**config.mk**
```make
export PLATFORM = sky130hd
export DESIGN_NAME = lbox_exec
export DESIGN_NICKNAME = d
export VERILOG_FILES = /design/src/hdl/lbox_pkg.sv /design/src/hdl/lbox_dec_if.sv /design/src/hdl/lbox_exec.sv /design/src/hdl/lbox_decode.sv
export SDC_FILE = /design/constraint.sdc
export NUM_CORES = 1
export LEC_CHECK = 0
export BUFFER_PORTS_ARGS = -buffer_cell sky130_fd_sc_hd__buf_4
export CORE_MARGIN = 4
export CORE_UTILIZATION = 53
export CTS_CLUSTER_DIAMETER = 40
export CTS_CLUSTER_SIZE = 10
export DETAILED_ROUTE_END_ITERATION = 8
export HOLD_SLACK_MARGIN = 0.06
export PLACE_DENSITY_LB_ADDON = 0.25
export SYNTH_ARGS = -nofsm -noshare
export SYNTH_HDL_FRONTEND = slang
export SYNTH_SLANG_ARGS = --single-unit
```
**constraint.sdc**
```tcl
create_clock -name clock -period 3.65 [get_ports clock]
set_input_delay 0.5475 -clock clock [delete_from_list [all_inputs] [get_ports clock]]
set_output_delay 0.5475 -clock clock [all_outputs]
set_load 0.02 [all_outputs]
```
**src/hdl/lbox_pkg.sv**
```systemverilog
package lbox_pkg;
	// Instruction word layout (14-bit)
	localparam int INSN_W       = 14;
	localparam int DATA_W       = 8;
	localparam int ADDR_W       = 7;
	localparam int SEL_W        = 3;
	localparam int ADDR_LSB     = 0;
	localparam int SEL_LSB      = 7;
	localparam int DEST_BIT     = 7;
	// Opcode top bits
	localparam logic [3:0] OP_BIT_CLEAR   = 4'h4; // 01 00
	localparam logic [3:0] OP_BIT_SET     = 4'h5; // 01 01
	localparam logic [3:0] OP_BIT_TEST_CL = 4'h6; // 01 10
	localparam logic [5:0] OP_AND_LIT     = 6'h39; // 11 1001
	localparam logic [5:0] OP_AND_FILE    = 6'h05; // 00 0101
	localparam logic [DATA_W-1:0] W_RESET = 8'h00;
	localparam logic [DATA_W-1:0] ZERO_B  = 8'h00;
	// Operation classes
	typedef enum logic [2:0] {
		LBOX_OP_NONE,
		LBOX_OP_CLEAR,
		LBOX_OP_SET,
		LBOX_OP_TEST,
		LBOX_OP_ANDL,
		LBOX_OP_ANDF
	} lbox_op_e;
endpackage

```
**src/hdl/lbox_dec_if.sv**
```systemverilog
`timescale 1ns/1ps
`default_nettype none
interface lbox_dec_if;
	import lbox_pkg::*;
	logic [lbox_pkg::INSN_W-1:0] insn;
	lbox_op_e                    op;
	logic [lbox_pkg::ADDR_W-1:0] addr;
	logic [lbox_pkg::SEL_W-1:0]  sel;
	logic                        dest_file;
	logic [lbox_pkg::DATA_W-1:0] lit;
	modport dec (input insn, output op, output addr, output sel, output dest_file, output lit);
	modport core (output insn, input op, input addr, input sel, input dest_file, input lit);
endinterface
`default_nettype wire

```
**src/hdl/lbox_exec.sv**
```systemverilog
`timescale 1ns/1ps
`default_nettype none
module lbox_exec (
	// Clock and reset
	input  wire logic                        clock,
	input  wire logic                        rst,
	// Fetch stage
	input  wire logic                        insn_valid,
	input  wire logic [lbox_pkg::INSN_W-1:0] insn,
	output var  logic                        insn_done,
	output var  logic                        skip_cycle,
	// File register space
	output var  logic [lbox_pkg::ADDR_W-1:0] file_raddr,
	input  wire logic [lbox_pkg::DATA_W-1:0] file_rdata,
	output var  logic                        file_we,
	output var  logic [lbox_pkg::ADDR_W-1:0] file_waddr,
	output var  logic [lbox_pkg::DATA_W-1:0] file_wdata,
	// Core state
	output var  logic [lbox_pkg::DATA_W-1:0] work_reg,
	output var  logic                        zero_flag
);
	import lbox_pkg::*;

	typedef enum logic {LBOX_RUN, LBOX_DEAD} lbox_state_e;

	typedef struct packed {
		lbox_state_e                 st;
		logic                        done;
		logic                        skip;
		logic                        we;
		logic [ADDR_W-1:0]           waddr;
		logic [DATA_W-1:0]           wdata;
		logic [DATA_W-1:0]           w;
		logic                        z;
	} lbox_state_s;

	lbox_state_s r;
	lbox_state_s next_r;
	lbox_dec_if  dif ();
	logic [DATA_W-1:0] bit_mask;
	logic [DATA_W-1:0] and_res;

	lbox_decode u_dec (
		.d (dif.dec)
	);

	// Fetch word goes to the decoder; file read address is combinational
	assign dif.insn   = insn;
	assign file_raddr = dif.addr;
	assign bit_mask   = 8'h01 << dif.sel;
	assign and_res    = work_reg & (dif.op == LBOX_OP_ANDL ? dif.lit : file_rdata);

	// Next-state logic; file read is same-cycle so each op is one cycle, except a bit test with the bit clear, which adds a dead cycle
	always_comb begin
		next_r      = r;
		next_r.done = 1'b0;
		next_r.skip = 1'b0;
		next_r.we   = 1'b0;
		case (r.st)
			LBOX_RUN: begin
				if (insn_valid) begin
					next_r.done = 1'b1;
					case (dif.op)
						LBOX_OP_CLEAR: begin
							next_r.we    = 1'b1;
							next_r.waddr = dif.addr;
							next_r.wdata = file_rdata & ~bit_mask;
						end
						LBOX_OP_SET: begin
							next_r.we    = 1'b1;
							next_r.waddr = dif.addr;
							next_r.wdata = file_rdata | bit_mask;
						end
						LBOX_OP_TEST: begin
							// Bit clear: a second cycle follows
							if ((file_rdata & bit_mask) == ZERO_B) begin
								next_r.st = LBOX_DEAD;
							end
						end
						LBOX_OP_ANDL: begin
							next_r.w = and_res;
							next_r.z = (and_res == ZERO_B);
						end
						LBOX_OP_ANDF: begin
							next_r.z = (and_res == ZERO_B);
							if (dif.dest_file) begin
								next_r.we    = 1'b1;
								next_r.waddr = dif.addr;
								next_r.wdata = and_res;
							end else begin
								next_r.w = and_res;
							end
						end
						default: begin
							next_r.done = 1'b1;
						end
					endcase
				end
			end
			LBOX_DEAD: begin
				// Prefetched word is consumed without effect
				next_r.st   = LBOX_RUN;
				next_r.skip = 1'b1;
				next_r.done = 1'b0;
			end
			default: begin
				next_r.st = LBOX_RUN;
			end
		endcase
	end

	// Single state register
	always_ff @(posedge clock or posedge rst) begin
		if (rst) begin
			r <= '{st: LBOX_RUN, done: 1'b0, skip: 1'b0, we: 1'b0,
				waddr: '0, wdata: ZERO_B, w: W_RESET, z: 1'b0};
		end else begin
			r <= next_r;
		end
	end

	// Outputs straight from the state register
	assign insn_done  = r.done;
	assign skip_cycle = r.skip;
	assign file_we    = r.we;
	assign file_waddr = r.waddr;
	assign file_wdata = r.wdata;
	assign work_reg   = r.w;
	assign zero_flag  = r.z;
endmodule
`default_nettype wire

```
**src/hdl/lbox_decode.sv**
```systemverilog
`timescale 1ns/1ps
`default_nettype none
module lbox_decode (
	// Decode carrier
	lbox_dec_if.dec d
);
	import lbox_pkg::*;
	// Pure decode of the field layout
	always_comb begin
		d.addr      = d.insn[ADDR_LSB +: ADDR_W];
		d.sel       = d.insn[SEL_LSB +: SEL_W];
		d.dest_file = d.insn[DEST_BIT];
		d.lit       = d.insn[DATA_W-1:0];
		d.op        = LBOX_OP_NONE;
		if (d.insn[13:10] == OP_BIT_CLEAR) begin
			d.op = LBOX_OP_CLEAR;
		end else if (d.insn[13:10] == OP_BIT_SET) begin
			d.op = LBOX_OP_SET;
		end else if (d.insn[13:10] == OP_BIT_TEST_CL) begin
			d.op = LBOX_OP_TEST;
		end else if (d.insn[13:8] == OP_AND_LIT) begin
			d.op = LBOX_OP_ANDL;
		end else if (d.insn[13:8] == OP_AND_FILE) begin
			d.op = LBOX_OP_ANDF;
		end
	end
endmodule
`default_nettype wire

```
==> results of run 1 <==
worst max-delay path, cell delays in order:
cell       delay [ns]
buf_4            0.14
nand2b_1         0.19
nor4_4           0.32
nand2_4          0.16
a2111oi_4        0.45
buf_4            0.33
mux2_2           0.36
per-layer routing:
metal  vias to the layer above  global-route usage, %  part of all wire [%]
met4                         0                   7.55                  0.64
met5                         -                      0                     0
met3                         4                   3.51                   5.1
met1                       677                   27.4                    43
met2                        52                   37.0                    51
li1                        657                      -                     -
final timing paths:
kind,start,endpoint,slack (ns),cells past startpoint
hold reg to reg,r[27],skip_cycle,0.49,0
setup / recovery,insn[11],file_waddr[1],1.37,7
setup reg to reg,r[27],file_waddr[1],2.07,3
hold / removal,insn[4],file_waddr[4],0.46,2
min in group asynchronous,rst,file_waddr[3],0.47,2
max in group asynchronous,rst,file_we,2.53,2
kinds of logic after synthesis:
group | after synthesis | synth area share (%)
AOI/OAI and AO/OA | 37 | 17.3
buffers and inverters | 18 | 6.62
DFF | 28 | 42.1
muxes | 25 | 18.8
and+or+nand+nor | 49 | 15.1
cell usage after synthesis, types with 2 or more instances:
cell        n  area share (%)
a2111oi_0   2             1.1
a21bo_2     8             4.8
a21oi_1     9             2.7
a311o_1     2             1.2
a31oi_1     2            0.75
buf_4       7             3.2
buf_6       2             1.4
clkbuf_1    3            0.68
dfrtp_1    28              42
inv_1       4            0.90
mux2_2     14             9.5
mux2_4      9             8.1
mux2i_1     2             1.2
nand2_1    22             5.0
nand2b_1    3             1.1
nand3_1     3            0.90
nand3b_1    2            0.90
nand4_1     3             1.1
nor2_1      8             1.8
nor2b_1     2            0.75
nor3_1      2            0.60
o21ai_0     2            0.60
o21bai_1    2            0.90
o22ai_1     6             2.3
through the flow:
| step | area [µm²] | power (mW) |
|---|---|---|
| 2_1_floorplan | 1660 | 0.473 |
| 3_3_place_gp | 2070 | 0.556 |
| 3_5_place_dp | 2070 | 0.561 |
| 4_1_cts | 2100 | 0.709 |
| 5_1_grt | 2100 | 0.745 |
| 6_report | 2100 | 0.708 |
area by class of cell:
cell class / instances / share of cell area [%]
repair buffers: 59 / 21.1
multi-input cells: 111 / 40.5
clock buffers: 4 / 1.73
flip-flops and latches: 28 / 33.3
inverters: 4 / 0.714
well taps: 44 / 2.62
power by group through the flow:
stage | logic (mW) | registers, mW | clock network (mW)
finish | 0.200 | 0.355 | 0.153
global route | 0.214 | 0.359 | 0.172
CTS | 0.202 | 0.355 | 0.153
detailed placement | 0.201 | 0.360 | 0
global placement | 0.196 | 0.359 | 0
floorplan | 0.0795 | 0.394 | 0
==> summary.md, run 1 <==
| Metric | Value |
|---|---|
| Placed Instances | `246` |
| Seq pwr share | `50.1%` |
| CTS resizes | `0` |
| Number of buffers created by CTS | `3` |
| Pre-antenna DRT Iters | `4` |
| Pre-CTS setup slack | `1.01 ns` |
| Yosys Warn Count | `0` |
| Fillers | `237` |
| Congestion Overflow GR | `0` |
| Fin crit period | `2.28 ns` |
| Die Span Y | `64.0 µm` |
| CTS HTree Levels | `1` |
| Commonest cells after routing, fill and taps aside | `buf_4 (59), dfrtp_1 (28), nand2_1 (22)` |
| Max Fclk | `438 MHz` |
| Worst endpoint required time | `3.88 ns` |
| Row cnt | `20` |
| Initial antenna violation count | `0` |
| Initial DRC count | `93` |
| Fin. Hold Viols | `0` |
| Ys async rst share | `100%` |
| P_int | `495 µW` |
| # setup viols final | `0` |
| Cells after synthesis | `157` |
| RSZ-0062 raised after global routing | `no` |
| Sw frac | `30.1%` |
| Worst-Margin Slew | `1.09 ns` |
| Post-synth cell types | `34` |
| P_sw | `213 µW` |
| Register area | `701 µm²` |
| Vias in the first global route | `1,395` |
| Final WS setup | `1.37 ns` |
| Critical-path maximum fanout | `13` |
| Clock root cell | `clkbuf_4` |
| Register area share after synthesis | `42.1%` |
| Clock share of power | `21.7%` |
| Synth Flop Type | `dfrtp_1` |
| Footprint of the multi-input gates | `852 µm²` |
| Crit path kind | `primary input to register` |
| Max Cap Violations | `0` |
| Fin crit share | `62.5%` |
| Area of the core | `3030 µm²` |
| Via Count | `1,390` |
| Relative slew margins | `27.6%` |
| Arr. time, crit path | `2.51 ns` |
| Die W | `64.0 µm` |
| CTS tree | `built` |
| Skew final | `0.00541 ns` |
| Ant. Diodes | `0` |
| Boundary Pins | `59` |
| CTS Sinks | `28` |
| Crit end category | `register` |
| Layout Nets | `232` |
| GRT Total Usage | `21.6%` |
| Hold-fix buffer count after cts | `0` |
| Hold slack | `0.456 ns` |
| Pleak | `0.990 nW` |
| Hold WC Path Type | `primary input to register` |
| Clock transition at the registers of the reported paths | `0.15 ns` |
| Setup TNS | `0 ns` |
| Vias per cell | `5.56` |
| Gpl congestion | `0.886` |
| Run status | `completed` |
| CTS Buffer Depth | `2` |
| DIE AREA | `4100 µm²` |
| Crit start category | `primary input` |
| Largest net degree at the start of global routing | `29` |
| Seq cells post-synth | `28` |
| VDD IR max | `0.000231 V` |
| Syn_nets | `182` |
| Most common cell after layout, fill and taps aside | `buf_4` |
| Post-layout util | `69.4%` |
| Non-filler cells, final | `250` |
| Initial Utilization | `54.9%` |
| Post-synth EDFFs | `0` |
| # Post-CTS Setup Buffers | `0` |
| Mean area per synthesized cell | `10.6 µm²` |
| Layout cells sized above 1 | `47.1%` |
| Wirelength, routed | `4.25 mm` |
| Comb pwr share | `28.2%` |
| ANT nets after route | `0` |
| Pwr per Cell Area | `337 nW/µm²` |
| Area delta synth->final | `26.4%` |
| Max Slew Vio Count | `0` |
| Syn Std Cell Area | `1660 µm²` |
| Port Buf Inserts | `58` |
| First-pass GRT wire length | `6.90 mm` |
| Post-DP HPWL | `3.27 mm` |
| Worst-Skew Late Latency | `0.33 ns` |
| Routed wire per std cell | `17.0 µm` |
| Drt drc | `0` |
No activity file was read; power rests on OpenSTA's default activity.
==> run 2: changes to the inputs <==
--- a/config.mk
+++ b/config.mk
@@ -5,9 +5,10 @@
 export SDC_FILE = /design/constraint.sdc
 export NUM_CORES = 1
 export LEC_CHECK = 0
+export ABC_AREA = 1
 export BUFFER_PORTS_ARGS = -buffer_cell sky130_fd_sc_hd__buf_4
 export CORE_MARGIN = 4
-export CORE_UTILIZATION = 53
+export CORE_UTILIZATION = 45
 export CTS_CLUSTER_DIAMETER = 40
 export CTS_CLUSTER_SIZE = 10
 export DETAILED_ROUTE_END_ITERATION = 8
==> constraint.sdc (replaced) <==
create_clock -name clock -period 2 [get_ports clock]
set_input_delay 0.3 -clock clock [delete_from_list [all_inputs] [get_ports clock]]
set_output_delay 0.3 -clock clock [all_outputs]
set_load 0.02 [all_outputs]
==> summary.md, run 2 <==
| Metric | Value |
|---|---|
| Worst-Skew Late Latency | `0.28 ns (-0.05 ns)` |
| Post-synth cell types | `29 (-15%)` |
| VDD IR max | `0.000479 V (+110%)` |
| Routed wire per std cell | `12.9 µm (-24%)` |
| Top post-synthesis cells by area | `dfrtp_1 (40%), nand2_1 (13%), inv_1 (8.2%), nand3_1 (6.0%), buf_4 (3.0%)` |
| Pleak | `1.24 nW (+25%)` |
| Number of buffers created by CTS | `3 (unchanged)` |
| Fin crit period | `1.60 ns` |
| Wirelength, routed | `4.32 mm (+1.7%)` |
| Register area | `701 µm² (unchanged)` |
| Boundary Pins | `59 (unchanged)` |
| Largest stage delay, worst path | `0.38 ns (-0.07 ns)` |
| Hold-fix buffer count after cts | `0 (unchanged)` |
| Layout cells sized above 1 | `30.1% (-17 points)` |
| Cell area after layout | `2240 µm² (+6.7%)` |
| Max Fclk | `625 MHz` |
| Syn Std Cell Area | `1740 µm² (+4.7%)` |
| Cell with the most instances after synthesis | `nand2_1` |
| Max Cap Violations | `0 (unchanged)` |
| CTS Sinks | `28 (unchanged)` |
| Drt drc | `0 (unchanged)` |
| Area delta synth->final | `28.8%` |
| Initial DRC count | `108 (+16%)` |
| Yosys Warn Count | `0 (unchanged)` |
| # setup viols final | `0 (unchanged)` |
| Fin. Hold Viols | `0 (unchanged)` |
| Footprint of the multi-input gates | `802 µm² (-5.9%)` |
| Fillers | `347 (+46%)` |
| Worst-Margin Slew | `0.492 ns (-0.593 ns)` |
| Port Buf Inserts | `58 (unchanged)` |
| Vias in the first global route | `1,516 (+8.7%)` |
| Crit path cell chain | `or2_2 -> inv_1 -> nand3_4 -> inv_1 -> nand2_1 -> nand2_1` |
| Hold WC Path Type | `primary input to asynchronous set/reset pin` |
| CTS HTree Levels | `1 (unchanged)` |
| Largest net degree at the start of global routing | `29 (unchanged)` |
| # Post-CTS Setup Buffers | `0 (unchanged)` |
| Die W | `70.2 µm (+9.7%)` |
| CTS tree | `built` |
| Mean area per synthesized cell | `7.50 µm² (-29%)` |
| Row cnt | `22 (+10%)` |
| Max Slew Vio Count | `0 (unchanged)` |
| CTS resizes | `0 (unchanged)` |
| Skew final | `0.00164 ns (-0.00377 ns)` |
| Pre-antenna DRT Iters | `4 (unchanged)` |
| Worst endpoint required time | `2.22 ns (-1.66 ns)` |
| First-pass GRT wire length | `7.06 mm (+2.3%)` |
| Die Span Y | `70.2 µm (+9.7%)` |
| Clock transition at the registers of the reported paths | `0.10 ns (-0.05 ns)` |
| Cell family with most CP delay | `simple AND/OR/NAND/NOR gates` |
| Run status | `completed` |
| Synth area leader | `dfrtp_1` |
| Relative slew margins | `67.0% (+39 points)` |
| Crit start category | `register` |
| ANT nets after route | `0 (unchanged)` |
| CP max-delay cell | `dfrtp_1` |
| Post-synth EDFFs | `0 (unchanged)` |
| Syn_nets | `257 (+41%)` |
| Fin crit share | `80.0%` |
| Pwr per Cell Area | `682 nW/µm² (+100%)` |
| Total chip power | `1.53 mW (+120%)` |
| Hold slack | `0.0727 ns (-0.383 ns)` |
| Arr. time, crit path | `1.82 ns (-0.69 ns)` |
| Gpl congestion | `0.948 (+6.9%)` |
| Post-synth top cells | `nand2_1 (60), inv_1 (38), dfrtp_1 (28)` |
| Initial Utilization | `47.2% (-7.7 points)` |
| Crit end category | `register` |
| RSZ-0062 raised after global routing | `no` |
| Cells after synthesis | `232 (+48%)` |
| Ys async rst share | `100% (unchanged)` |
| DIE AREA | `4930 µm² (+20%)` |
| Via Count | `1,655 (+19%)` |
| Setup TNS | `0 ns (unchanged)` |
| Synth Flop Type | `dfrtp_1` |
| CP Buf/Inv Count | `2 (unchanged)` |
| Commonest cells after routing, fill and taps aside | `nand2_1 (60), buf_4 (60), inv_1 (38)` |
| Vias per cell | `4.96 (-11%)` |
| Register area share after synthesis | `40.3% (-1.9 points)` |
| Area of the core | `3690 µm² (+22%)` |
| Congestion Overflow GR | `0 (unchanged)` |
| Ant. Diodes | `0 (unchanged)` |
| Layout Nets | `312 (+34%)` |
| Critical-path maximum fanout | `26 (+13)` |
| Placement Cell Area | `2170 µm² (+5.1%)` |
| CTS Buffer Depth | `2 (unchanged)` |
| Initial antenna violation count | `0 (unchanged)` |
| GRT Total Usage | `17.6% (-4.0 points)` |
| Crit path kind | `register to register` |
| Seq cells post-synth | `28 (unchanged)` |
| Post-DP HPWL | `3.41 mm (+4.5%)` |
| Area fraction of the dominant cell type after synthesis | `40.3% (-1.9 points)` |
| Clock root cell | `clkbuf_8` |
[run 2: changes by cell type in the layout (fill, tap and decap cells not counted), moves of 7 or more]
cell and change:
inv_1 +34, a21bo_2 -8, o21ai_0 +7, mux2_4 -9
nand2_1 +38, mux2_2 -14, nand3_1 +18
[run 2: kinds of logic after synthesis]
group / after synthesis / share of synthesized area [%]
compound gates: 34 / 12.7
flops: 28 / 40.3
simple gates: 118 / 33.4
buf+inv: 52 / 13.7
[run 2: worst min-delay path: cells and delay by family]
kind	cells	cell delay, ns
buf+inv	3	0.47
[run 2: stage by stage]
stage               utilization (%)  worst slack (ns)  std cells
global placement               58.9             0.341        330
floorplan                         -             0.666        232
detailed placement             58.9             0.348        330
finish                         60.8             0.401        334
CTS                            60.8             0.379        334
global route                   60.8             0.242        334
[run 2: path summary, 6_finish.rpt]
check	slack (ns)	from	endpoint	depth (start not counted)
max	0.40	r[27]	file_wdata[1]	6
min	0.07	rst	file_waddr[6]	3
max reg2reg	0.40	r[27]	file_wdata[1]	6
min reg2reg	0.38	r[27]	skip_cycle	0
max in group asynchronous	1.67	rst	work_reg[7]	3
min in group clock	0.23	insn[3]	file_waddr[3]	3
[run 2: area by class of cell]
cell class,instances,share of cell area [%]
tap,48,2.68
sequential,28,31.3
clock buffer,3,1.84
clock inverter,1,1.34
multi-input combinational,152,35.8
timing repair buffer,60,20.1
inverter,42,7.03
[run 2: metal layers]
| metal | share of wire [%] | GRT usage (%) | vias up |
|---|---|---|---|
| met5 | 0 | 0 | - |
| met4 | 1.3 | 4.26 | 0 |
| met3 | 5.6 | 3.02 | 8 |
| met2 | 49 | 29.0 | 43 |
| met1 | 44 | 24.1 | 752 |
| li1 | - | - | 852 |
[run 2: power by group]
part / total (mW) / internal (mW) / switching (mW)
combinational: 0.420 / 0.179 / 0.241
sequential: 0.656 / 0.625 / 0.0309
clock: 0.453 / 0.268 / 0.185
